File: config.mk
export PLATFORM = sky130hd
export DESIGN_NAME = pmld_regs
export DESIGN_NICKNAME = d
export VERILOG_FILES = /design/src/pmld_pkg.sv /design/src/pmld_quality.sv /design/src/pmld_regs.sv
export VERILOG_INCLUDE_DIRS = /design/src
export SDC_FILE = /design/constraint.sdc
export NUM_CORES = 1
export LEC_CHECK = 0
export ABC_AREA = 1
export BUFFER_PORTS_ARGS = -buffer_cell sky130_fd_sc_hd__buf_2
export CORE_UTILIZATION = 51
export DETAILED_ROUTE_END_ITERATION = 7
export PLACE_DENSITY = 0.83
export REMOVE_ABC_BUFFERS = 1
export SLEW_MARGIN = 0
export SYNTH_ARGS = -nofsm -noshare
export SYNTH_HDL_FRONTEND = slang
export SYNTH_SLANG_ARGS = --single-unit
File: constraint.sdc
create_clock -name clk -period 2.52 [get_ports clk]
set_input_delay 0.378 -clock clk [delete_from_list [all_inputs] [get_ports clk]]
set_output_delay 0.378 -clock clk [all_outputs]
set_load 0.02 [all_outputs]
File: src/pmld_map.svh
// register indices, field positions, reset values and thresholds of the mode and diagnostic registers
// Notes on behaviour
// - four read-only peak polarity bits at 14:11; 1 negative, 0 positive
// - negative peak hints at a short, positive peak hints at an open
// - operation-mode bit 6 resets from bootstrap; 1 autonomous, 0 managed
// - operation-mode bit reads zero after any read or write of it
// - managed operation entered only at reset when bootstrap sampled
// - sleep-select bit 1 (reset 1): sleep after negotiation, else standby
// - sleep code-groups sent only while permit bit 0 (reset 0) set
// - sleep-request bit 1 starts sleep code-group transmission; 0 normal operation
// - force-normal bit 0 forces normal; self-clears only on standby-to-normal
// - 9-bit read-only ratio at 8:0, ten times decibels, unsigned
// - quality status 9:8: 00 none, 01 poor, 10 good, 11 excellent
// - quality value above 70 excellent, 40 to 70 good, below 40 poor
`ifndef PMLD_MAP_SVH
`define PMLD_MAP_SVH

// register indices; byte address is four times the index
`define PMLD_IDX_PEAK      10'h18A
`define PMLD_IDX_AUTO      10'h18B
`define PMLD_IDX_PWR_CMD   10'h18C
`define PMLD_IDX_SNR       10'h197
`define PMLD_IDX_SQI       10'h198

`define PMLD_ADDR_W        12

// field positions
`define PMLD_PEAK_LSB      4'hB
`define PMLD_AUTO_CMD_BIT  6
`define PMLD_AUTO_RSV_LSB  2
`define PMLD_SLEEP_SEL_BIT 1
`define PMLD_PERMIT_BIT    0
`define PMLD_SLEEP_REQ_BIT 1
`define PMLD_FORCE_NRM_BIT 0
`define PMLD_SQS_LSB       8

// reset values
`define PMLD_AUTO_RSV_RST  4'h6
`define PMLD_SLEEP_SEL_RST 1'h1
`define PMLD_PERMIT_RST    1'h0
`define PMLD_MODE_RST      1'h0

// quality thresholds
`define PMLD_SQI_EXCELLENT 8'h46
`define PMLD_SQI_GOOD      8'h28

`endif

File: src/pmld_pkg.sv
// types shared by the mode and diagnostic register block
package pmld_pkg;

  typedef enum logic [1:0] {
    PMLD_STRAP_FILL1 = 2'b00,
    PMLD_STRAP_FILL2 = 2'b01,
    PMLD_STRAP_FILL3 = 2'b10,
    PMLD_STRAP_DONE  = 2'b11
  } pmld_strap_t;

  typedef enum logic [1:0] {
    PMLD_SQS_NONE      = 2'b00,
    PMLD_SQS_POOR      = 2'b01,
    PMLD_SQS_GOOD      = 2'b10,
    PMLD_SQS_EXCELLENT = 2'b11
  } pmld_sqs_t;

  typedef struct packed {
    logic [8:0] snrValue;
    logic [7:0] sqiValue;
    pmld_sqs_t  sqiStatus;
  } pmld_quality_t;

  typedef struct packed {
    logic        strapSync1;
    logic        strapSync2;
    pmld_strap_t strapPhase;
    logic        autonomousMode;
    logic        autoCmd;
    logic [3:0]  autoReserved;
    logic        sleepSelect;
    logic        codegroupPermit;
    logic        sleepRequest;
    logic        forceNormal;
    logic [3:0]  peakPolarity;
    logic        enterSleep;
    logic        enterStandby;
    logic [31:0] prdata;
  } pmld_state_t;

endpackage

File: src/pmld_quality.sv
// signal quality and signal-to-noise result capture with status classification
`timescale 1ns/10ps
`default_nettype none
`include "pmld_map.svh"

module pmld_quality
  import pmld_pkg::*;
(
  input  wire logic       clk,
  input  wire logic       rst,
  input  wire logic       linkUp,
  input  wire logic [8:0] snrRaw,
  input  wire logic [7:0] sqiRaw,
  output logic      [8:0] snrValue,
  output logic      [7:0] sqiValue,
  output logic      [1:0] sqiStatus
);

  pmld_quality_t state;
  pmld_quality_t next_state;

  always_comb begin
    next_state          = state;
    // raw ratio passes unfiltered; software must discard it without a link
    next_state.snrValue = snrRaw;
    next_state.sqiValue = sqiRaw;
    // status derived from the same value so the two fields never disagree
    if (!linkUp) begin
      next_state.sqiStatus = PMLD_SQS_NONE;
    end else if (sqiRaw > `PMLD_SQI_EXCELLENT) begin
      next_state.sqiStatus = PMLD_SQS_EXCELLENT;
    end else if (sqiRaw >= `PMLD_SQI_GOOD) begin
      next_state.sqiStatus = PMLD_SQS_GOOD;
    end else begin
      next_state.sqiStatus = PMLD_SQS_POOR;
    end
  end

  always_ff @(posedge clk or posedge rst) begin
    if (rst) begin
      state <= '{snrValue: 9'h000, sqiValue: 8'h00, sqiStatus: PMLD_SQS_NONE};
    end else begin
      state <= next_state;
    end
  end

  assign snrValue  = state.snrValue;
  assign sqiValue  = state.sqiValue;
  assign sqiStatus = state.sqiStatus;

endmodule
`default_nettype wire

File: src/pmld_regs.sv
// power mode, autonomous operation and link diagnostic registers behind an apb slave
//
// The APB slave port was left to the implementer.
`timescale 1ns/10ps
`default_nettype none
`include "pmld_map.svh"

module pmld_regs
  import pmld_pkg::*;
(
  input  wire logic                    clk,
  input  wire logic                    rst,
  // apb slave
  input  wire logic                    psel,
  input  wire logic                    penable,
  input  wire logic                    pwrite,
  input  wire logic [`PMLD_ADDR_W-1:0] paddr,
  input  wire logic [31:0]             pwdata,
  output logic      [31:0]             prdata,
  output logic                         pready,
  output logic                         pslverr,
  // bootstrap pin, asynchronous to clk
  input  wire logic                    strapAutonomous,
  // diagnostic results from the cable test and receiver, same clock
  input  wire logic [3:0]              peakNegative,
  input  wire logic                    linkUp,
  input  wire logic [8:0]              snrRaw,
  input  wire logic [7:0]              sqiRaw,
  // power state machine events, same clock, one-cycle pulses
  input  wire logic                    sleepNegotiated,
  input  wire logic                    standbyToNormal,
  // commands and modes towards the power state machine and transmitter
  output logic                         autonomousMode,
  output logic                         sleepCodegroupPermit,
  output logic                         sendSleepCodegroups,
  output logic                         sleepRequest,
  output logic                         forceNormal,
  output logic                         enterSleep,
  output logic                         enterStandby
);

  pmld_state_t state;
  pmld_state_t next_state;

  logic [8:0] snrValue;
  logic [7:0] sqiValue;
  logic [1:0] sqiStatus;

  pmld_quality i_pmld_quality (
    .clk       (clk),
    .rst       (rst),
    .linkUp    (linkUp),
    .snrRaw    (snrRaw),
    .sqiRaw    (sqiRaw),
    .snrValue  (snrValue),
    .sqiValue  (sqiValue),
    .sqiStatus (sqiStatus)
  );

  // address decode
  logic                    aligned;
  logic [9:0]              regIndex;
  logic                    hitPeak;
  logic                    hitAuto;
  logic                    hitPwrCmd;
  logic                    hitSnr;
  logic                    hitSqi;
  logic                    mapped;
  logic                    setupPhase;
  logic                    accessPhase;
  logic                    writeTaken;
  logic                    readTaken;

  assign aligned     = (paddr[1:0] == 2'h0);
  assign regIndex    = paddr[`PMLD_ADDR_W-1:2];
  assign hitPeak     = aligned && (regIndex == `PMLD_IDX_PEAK);
  assign hitAuto     = aligned && (regIndex == `PMLD_IDX_AUTO);
  assign hitPwrCmd   = aligned && (regIndex == `PMLD_IDX_PWR_CMD);
  assign hitSnr      = aligned && (regIndex == `PMLD_IDX_SNR);
  assign hitSqi      = aligned && (regIndex == `PMLD_IDX_SQI);
  assign mapped      = hitPeak || hitAuto || hitPwrCmd || hitSnr || hitSqi;
  assign setupPhase  = psel && !penable;
  assign accessPhase = psel && penable;
  assign writeTaken  = accessPhase && pwrite && mapped;
  assign readTaken   = accessPhase && !pwrite && mapped;

  // read data assembly; unlisted bits stay zero
  logic [15:0] readWord;

  always_comb begin
    readWord = 16'h0000;
    unique case (1'b1)
      hitPeak: begin
        readWord[`PMLD_PEAK_LSB +: 4] = state.peakPolarity;
      end
      hitAuto: begin
        readWord[`PMLD_AUTO_CMD_BIT]        = state.autoCmd;
        readWord[`PMLD_AUTO_RSV_LSB +: 4]   = state.autoReserved;
        readWord[`PMLD_SLEEP_SEL_BIT]       = state.sleepSelect;
        readWord[`PMLD_PERMIT_BIT]          = state.codegroupPermit;
      end
      hitPwrCmd: begin
        readWord[`PMLD_SLEEP_REQ_BIT] = state.sleepRequest;
        readWord[`PMLD_FORCE_NRM_BIT] = state.forceNormal;
      end
      hitSnr: begin
        readWord[8:0] = snrValue;
      end
      hitSqi: begin
        readWord[`PMLD_SQS_LSB +: 2] = sqiStatus;
        readWord[7:0]                = sqiValue;
      end
      default: begin
        readWord = 16'h0000;
      end
    endcase
  end

  always_comb begin
    next_state = state;

    // strap path: first flop feeds only the second
    next_state.strapSync1 = strapAutonomous;
    next_state.strapSync2 = state.strapSync1;

    // mode is fixed once, three edges after reset release; the synchroniser
    // flops come out of reset at zero, so the strap needs two edges to cross
    unique case (state.strapPhase)
      PMLD_STRAP_FILL1: begin
        next_state.strapPhase = PMLD_STRAP_FILL2;
      end
      PMLD_STRAP_FILL2: begin
        next_state.strapPhase = PMLD_STRAP_FILL3;
      end
      PMLD_STRAP_FILL3: begin
        next_state.strapPhase     = PMLD_STRAP_DONE;
        next_state.autonomousMode = state.strapSync2;
        next_state.autoCmd        = state.strapSync2;
      end
      PMLD_STRAP_DONE: begin
        next_state.strapPhase = PMLD_STRAP_DONE;
      end
    endcase

    // diagnostics follow the cable test; polarity alone, validity is for software
    next_state.peakPolarity = peakNegative;

    // read data captured in setup so prdata is a flop during access
    if (setupPhase) begin
      next_state.prdata = {16'h0000, readWord};
    end

    // any access of the autonomous register consumes the one-time bit;
    // a write can never select managed or autonomous operation afterwards
    // capture wins over an access in the same cycle
    if ((readTaken || writeTaken) && hitAuto && (state.strapPhase == PMLD_STRAP_DONE)) begin
      next_state.autoCmd = 1'b0;
    end

    if (writeTaken && hitAuto) begin
      next_state.autoReserved    = pwdata[`PMLD_AUTO_RSV_LSB +: 4];
      next_state.sleepSelect     = pwdata[`PMLD_SLEEP_SEL_BIT];
      next_state.codegroupPermit = pwdata[`PMLD_PERMIT_BIT];
    end

    if (writeTaken && hitPwrCmd) begin
      next_state.sleepRequest = pwdata[`PMLD_SLEEP_REQ_BIT];
      next_state.forceNormal  = pwdata[`PMLD_FORCE_NRM_BIT];
    end

    // self clear only on the standby to normal move; a write of one in the
    // same cycle wins so the request is not lost
    if (standbyToNormal && !(writeTaken && hitPwrCmd && pwdata[`PMLD_FORCE_NRM_BIT])) begin
      next_state.forceNormal = 1'b0;
    end

    // negotiation outcome steers the power state machine
    next_state.enterSleep   = sleepNegotiated && state.sleepSelect;
    next_state.enterStandby = sleepNegotiated && !state.sleepSelect;
  end

  always_ff @(posedge clk or posedge rst) begin
    if (rst) begin
      state <= '{
        strapSync1:      1'b0,
        strapSync2:      1'b0,
        strapPhase:      PMLD_STRAP_FILL1,
        autonomousMode:  `PMLD_MODE_RST,
        autoCmd:         `PMLD_MODE_RST,
        autoReserved:    `PMLD_AUTO_RSV_RST,
        sleepSelect:     `PMLD_SLEEP_SEL_RST,
        codegroupPermit: `PMLD_PERMIT_RST,
        sleepRequest:    1'b0,
        forceNormal:     1'b0,
        peakPolarity:    4'h0,
        enterSleep:      1'b0,
        enterStandby:    1'b0,
        prdata:          32'h0000_0000
      };
    end else begin
      state <= next_state;
    end
  end

  // zero wait state slave; unmapped or misaligned access answers with an error
  assign pready  = 1'b1;
  assign pslverr = accessPhase && !mapped;
  assign prdata  = state.prdata;

  assign autonomousMode       = state.autonomousMode;
  assign sleepCodegroupPermit = state.codegroupPermit;
  // code-groups need both the request and the permit
  assign sendSleepCodegroups  = state.sleepRequest && state.codegroupPermit;
  assign sleepRequest         = state.sleepRequest;
  assign forceNormal          = state.forceNormal;
  assign enterSleep           = state.enterSleep;
  assign enterStandby         = state.enterStandby;

endmodule
`default_nettype wire

==> flow_summary.json, run 1 <==
{
  "vias_per_cell": 4.547,
  "cpPeakStageDelay_ns": 0.19,
  "totalNegativeSetupSlack_ns": 0,
  "cts.hold.buffers_added": 0,
  "core_area_um2": 4786,
  "gp_congestion": 0.7872,
  "synthesis.area_um2": 2559,
  "layout-drive-gt1-share_pct": 31.03,
  "area_growth_syn_to_layout_pct": 13.15,
  "die_height_um": 72.83,
  "startpoint_type": "primary input",
  "worstPathBufferInverterCount": 3,
  "ctsRootBufferMaster": "clkbuf_8",
  "antenna_violating_nets_remaining": 0,
  "cts.repair.resized": 0,
  "synth_top_area_share_pct": 48.90,
  "timing.critical_path.to_type": "output port",
  "maxSlewViolCount": 0,
  "synthesis.area_per_instance_um2": 8.915,
  "ys_ff_latch": 53,
  "worstSetupPathType": "in2out",
  "wl_per_cell_um": 11.56,
  "floorplan.initialDensity_pct": 53.46,
  "synth_cell_type_count": 27,
  "highest_count_cells_in_the_layout_ignoring_fill_and_taps": "88 x nand2_1, 69 x buf_2, 50 x dfrtp_1",
  "port_buffers": 69,
  "final-hold-violation-count": 0,
  "final_core_utilization_pct": 60.50,
  "vdd.ir_drop.worst_v": 0.0004025,
  "post-route-period-util_pct": 77.56,
  "drt_first_iter_violations": 90,
  "grt_pass1_wl_um": 8073,
  "io-pin-count": 115,
  "finalHoldWorstSlack_ns": 0.02886,
  "cap_viol_max_count": 0,
  "postCtsSetupRepairBufs": 0,
  "insertion_delay_ns": 0.30,
  "clock_sinks": 53,
  "instances_no_fill": 415,
  "finalNetCount": 421,
  "cpMaxStageDelayCell": "nand3_1",
  "maximum_count_of_clock_buffers_along_a_single_path": 2,
  "fin_crit_ns": 1.954,
  "grt_setup_unrepaired": "no",
  "hp-class": "in2async",
  "numPlacedInstances": 407,
  "tritoncts.num_buffers": 5,
  "achievable-frequency_mhz": 511.7,
  "timing.final.ws_setup_ns": 0.5656,
  "wl_um": 4796,
  "skew_final_ns": 0.007062,
  "cpLargestDelayFamily": "simple AND/OR/NAND/NOR gates",
  "cell_taking_the_most_area_after_synthesis": "dfrtp_1",
  "cp_data_arrival_time_ns": 1.58,
  "via_count_of_the_first_global_routing_pass": 1806,
  "synth-warning-count": 0,
  "final_cell_area_excluding_filler_cells_um2": 2895,
  "final.fill_count": 434,
  "grt_antenna_before_repair": 0,
  "dp_hpwl_um": 3759,
  "postPlaceCellArea_um2": 2808,
  "worst-endpoint-required_ns": 2.14,
  "critical_path.max_fanout": 11,
  "setup-violations-final": 0,
  "floorplan.die.width_um": 72.83,
  "number_of_levels_in_the_clock_h_tree": 2,
  "design_power_total_mw": 1.499,
  "globalRoute.totalOverflow": 0,
  "drt_drc_violations_left": 0,
  "tritoncts": "done",
  "groute.usage.overall_pct": 20.26,
  "synth_cells": 287,
  "fp-row-count": 25,
  "grt_max_degree": 22,
  "run_status": "complete, no violations",
  "dp_worst_setup_slack_ns": 0.5893,
  "path_clk_slew_ns": 0.09,
  "antenna_cells_inserted": 0,
  "final_common_cell": "nand2_1",
  "detailedRoute.firstPassIterationCount": 4,
  "total_die_area_um2": 5304,
  "crit_chain": "buf_2 -> inv_1 -> nand2_1 -> nor2_8 -> nand3_1 -> nand2_1 -> nor2_2 -> nand2_2 -> nor2_1 -> buf_2",
  "via_count": 1887,
  "leakagePower_nw": 1.696,
  "synth-seq-area-share_pct": 51.98,
  "powerDensity_nw_per_um2": 517.6,
  "synthTopCellsByArea": "dfrtp_1 49%, nand2_1 13%, buf_4 9.7%, inv_1 4.1%, nand4_1 3.4%"
}
## synth_stat cells
| master | count |
|---|---|
| a21oi_1 | 3 |
| a21oi_2 | 1 |
| buf_4 | 33 |
| buf_6 | 1 |
| clkbuf_1 | 2 |
| clkinv_1 | 1 |
| conb_1 | 2 |
| dfrtp_1 | 50 |
| dfstp_2 | 3 |
| inv_1 | 28 |
| inv_2 | 5 |
| nand2_1 | 88 |
| nand2_2 | 2 |
| nand2_4 | 4 |
| nand3_1 | 17 |
| nand3_2 | 2 |
| nand4_1 | 14 |
| nor2_1 | 11 |
| nor2_2 | 2 |
| nor2_4 | 3 |
| nor2_8 | 3 |
| nor3_1 | 1 |
| nor3_2 | 2 |
| o21ai_0 | 6 |
| o21ai_1 | 1 |
| o41ai_1 | 1 |
| or2_2 | 1 |
## state kept, by name, summed over array words and instances (netlist names)
signal / count
sleepRequest: 1
state: 13
forceNormal: 1
sleepCodegroupPermit: 1
i_pmld_quality.sqiStatus: 2
enterStandby: 1
autonomousMode: 1
prdata: 14
i_pmld_quality.snrValue: 9
next_state: 1
i_pmld_quality.sqiValue: 8
enterSleep: 1
## path summary, 6_finish.rpt
path                       slack (ns)                         end  cells past startpoint           start
max                              0.57                     pslverr                     10        paddr[7]
min                              0.03  i_pmld_quality.snrValue[8]                      2             rst
max reg2reg                      1.61                   prdata[1]                      4       state[41]
min reg2reg                      0.36                   state[50]                      0  next_state[50]
max in group asynchronous        1.83                   state[41]                      3             rst
min in group clk                 0.17  i_pmld_quality.snrValue[0]                      1       snrRaw[0]
## logic make-up (layout without fill, tap and decap cells)
family	Yosys count	after routing	share of synthesized area [%]
and+or+nand+nor	150	150	29.68
buffers and inverters	70	114	15.40
DFF	53	53	51.98
AOI/OAI and AO/OA	12	12	2.640
other	2	19	0.2935
## routing by layer
| metal | part of all wire, % | vias up | track usage, % |
|---|---|---|---|
| met2 | 51 | 64 | 35.10 |
| met1 | 43 | 858 | 25.02 |
| met3 | 5.8 | 4 | 5.110 |
| met5 | 0 | - | 0 |
| met4 | 0.77 | 0 | 6.100 |
| li1 | - | 961 | - |
## cell type report
cell class / count / area [um^2] / share of cell area [%]
repair buffers: 72 / 367.9 / 12.71
flip-flops and latches: 53 / 1330 / 45.94
clock inverters: 2 / 15.01 / 0.5186
inverters: 34 / 127.6 / 4.408
clock buffers: 6 / 72.57 / 2.506
multi-input cells: 181 / 898.4 / 31.03
well taps: 67 / 83.83 / 2.895
## power breakdown
part	internal, mW	leakage, nW	switching [mW]	total (mW)
logic	0.0471	1.01	0.103	0.150
registers	0.877	0.651	0.00804	0.885
clock network	0.196	0.0374	0.268	0.464
No activity file was read; power rests on OpenSTA's default activity.
==> run 2: changes to the inputs <==
- CORE_UTILIZATION: 51 -> 47
- PLACE_DENSITY: 0.83 -> 0.77
- clock period: 2.52 -> 1.9 ns (I/O delays scaled with it)
==> run 2 against run 1 <==
  * Combinational power grew 34%
  * Critical path depth did not move
  * Clock power grew 33%
  * Non-clock buffer count unchanged
  * Worst setup slack worse by 0.39 ns
  * Via count up 0.64%
  * Count of clock-buffer cells in the layout unchanged
  * Sequential share of layout area decreased by 0.30 points
  * Power increased by 33%
  * Final cell count rose by 0.48%
  * Largest cell class unchanged
  * Global-route usage down 2.3 points
  * Largest power group unchanged
==> flow_summary.json, run 2 (synthesis gave the netlist of run 1 again) <==
{
  "finalNetCount": 421,
  "core_area_um2": 5172,
  "timing.critical_path.to_type": "output port",
  "io-pin-count": 115,
  "hp-class": "in2async",
  "totalNegativeSetupSlack_ns": 0,
  "dp_hpwl_um": 3706,
  "detailedRoute.firstPassIterationCount": 4,
  "via_count": 1899,
  "area_growth_syn_to_layout_pct": 13.89,
  "grt_max_degree": 31,
  "cts.hold.buffers_added": 0,
  "routed-wl-met3_um": 270,
  "post-route-period-util_pct": 90.64,
  "floorplan.initialDensity_pct": 49.47,
  "critical_path.max_fanout": 11,
  "postCtsSetupRepairBufs": 0,
  "die_height_um": 75.79,
  "register_area_um2": 1330,
  "antenna_violating_nets_remaining": 0,
  "run_status": "complete, no violations",
  "largest_register_ff_count": 14,
  "drt-met1-wl_um": 2122,
  "vias_per_cell": 4.554,
  "startpoint_type": "primary input",
  "wl_per_cell_um": 11.22,
  "route.met2.wl_um": 2264,
  "normalized_max_slew_margin_pct": 65.66,
  "grt_setup_unrepaired": "no",
  "layout-drive-gt1-share_pct": 31.12,
  "skew_final_ns": 0.006251,
  "drt_first_iter_violations": 80,
  "tritoncts": "done",
  "leakagePower_nw": 1.707,
  "cap_viol_max_count": 0,
  "cp_data_arrival_time_ns": 1.44,
  "wl_um": 4680,
  "vdd.ir_drop.worst_v": 0.0005962,
  "worstSetupPathType": "in2out",
  "highest-signal-layer": "met4",
  "total_die_area_um2": 5743,
  "ctsRootBufferMaster": "clkbuf_8",
  "grt_antenna_before_repair": 0,
  "cts.repair.resized": 0,
  "powerDensity_nw_per_um2": 683.7,
  "timing.final.ws_setup_ns": 0.1778,
  "path_clk_slew_ns": 0.08,
  "maxSlewViolCount": 0,
  "gp_congestion": 0.8553,
  "insertion_delay_ns": 0.30,
  "number_of_levels_in_the_clock_h_tree": 2,
  "setup-violations-final": 0,
  "instances_no_fill": 417,
  "multi_input_area_um2": 898.4,
  "achievable-frequency_mhz": 580.6,
  "tritoncts.num_buffers": 5,
  "floorplan.die.width_um": 75.79,
  "numPlacedInstances": 410,
  "final.fill_count": 485,
  "fin_crit_ns": 1.722,
  "globalRoute.totalOverflow": 0,
  "clock_sinks": 53,
  "dp_worst_setup_slack_ns": 0.1705,
  "port_buffers": 69,
  "maximum_count_of_clock_buffers_along_a_single_path": 2,
  "groute.usage.overall_pct": 18.00,
  "drt_drc_violations_left": 0,
  "via_count_of_the_first_global_routing_pass": 1678,
  "final_common_cell": "nand2_1",
  "grt_pass1_wl_um": 7569,
  "antenna_cells_inserted": 0,
  "highest_count_cells_in_the_layout_ignoring_fill_and_taps": "88 x nand2_1, 69 x buf_2, 50 x dfrtp_1",
  "timing_worst_slew_pin_value_ns": 0.5144,
  "final-hold-violation-count": 0,
  "fp-row-count": 26,
  "worst-endpoint-required_ns": 1.62
}
==> run 2: power breakdown <==
group | switching, mW | internal [mW]
Clock | 0.329 | 0.288
Sequential | 0.0108 | 1.16
Combinational | 0.137 | 0.0639
==> run 2: critical path, stage by stage <==
cell,delay (ns)
buf_2,0.10
inv_1,0.05
nand2_1,0.12
nor2_8,0.17
nand3_1,0.17
nand2_1,0.12
nor2_2,0.04
nand2_2,0.16
nor2_1,0.06
buf_2,0.16
==> run 2: final timing paths <==
check	startpoint	endpoint	slack (ns)	cells after the start
min in group clk	peakNegative[2]	state[36]	0.09	1
setup reg to reg	state[41]	prdata[1]	0.99	4
hold reg to reg	next_state[50]	state[50]	0.35	0
setup / recovery	paddr[7]	pslverr	0.18	10
hold / removal	rst	i_pmld_quality.snrValue[7]	0.01	2
max in group asynchronous	rst	state[44]	1.28	3
==> run 2: cell type report <==
class	instances	area share (%)
multi-input combinational	181	30.83
clock buffer	6	2.834
tap	70	3.006
clock inverter	1	0.2576
sequential	53	45.64
timing repair buffer	72	13.05
inverter	34	4.380
==> run 2: per-stage QoR <==
stage / power, mW / cell area [um^2] / utilization [%] / hold WS, ns
4_1_cts: 2.019 / 2914 / 56.34 / 0.01623
3_3_place_gp: 1.396 / 2824 / 54.60 / 0.3336
2_1_floorplan: 1.310 / 2356 / - / 0.3164
3_5_place_dp: 1.401 / 2824 / 54.60 / 0.3364
6_report: 1.992 / 2914 / 56.34 / 0.01133
5_1_grt: 2.090 / 2914 / 56.34 / 0.04646
==> run 2: metal layers <==
metal  track usage (%)  vias up
li1                  -      961
met1             24.31      867
met2             29.40       66
met3             4.365        5
met4             4.321        0
met5                 0        -
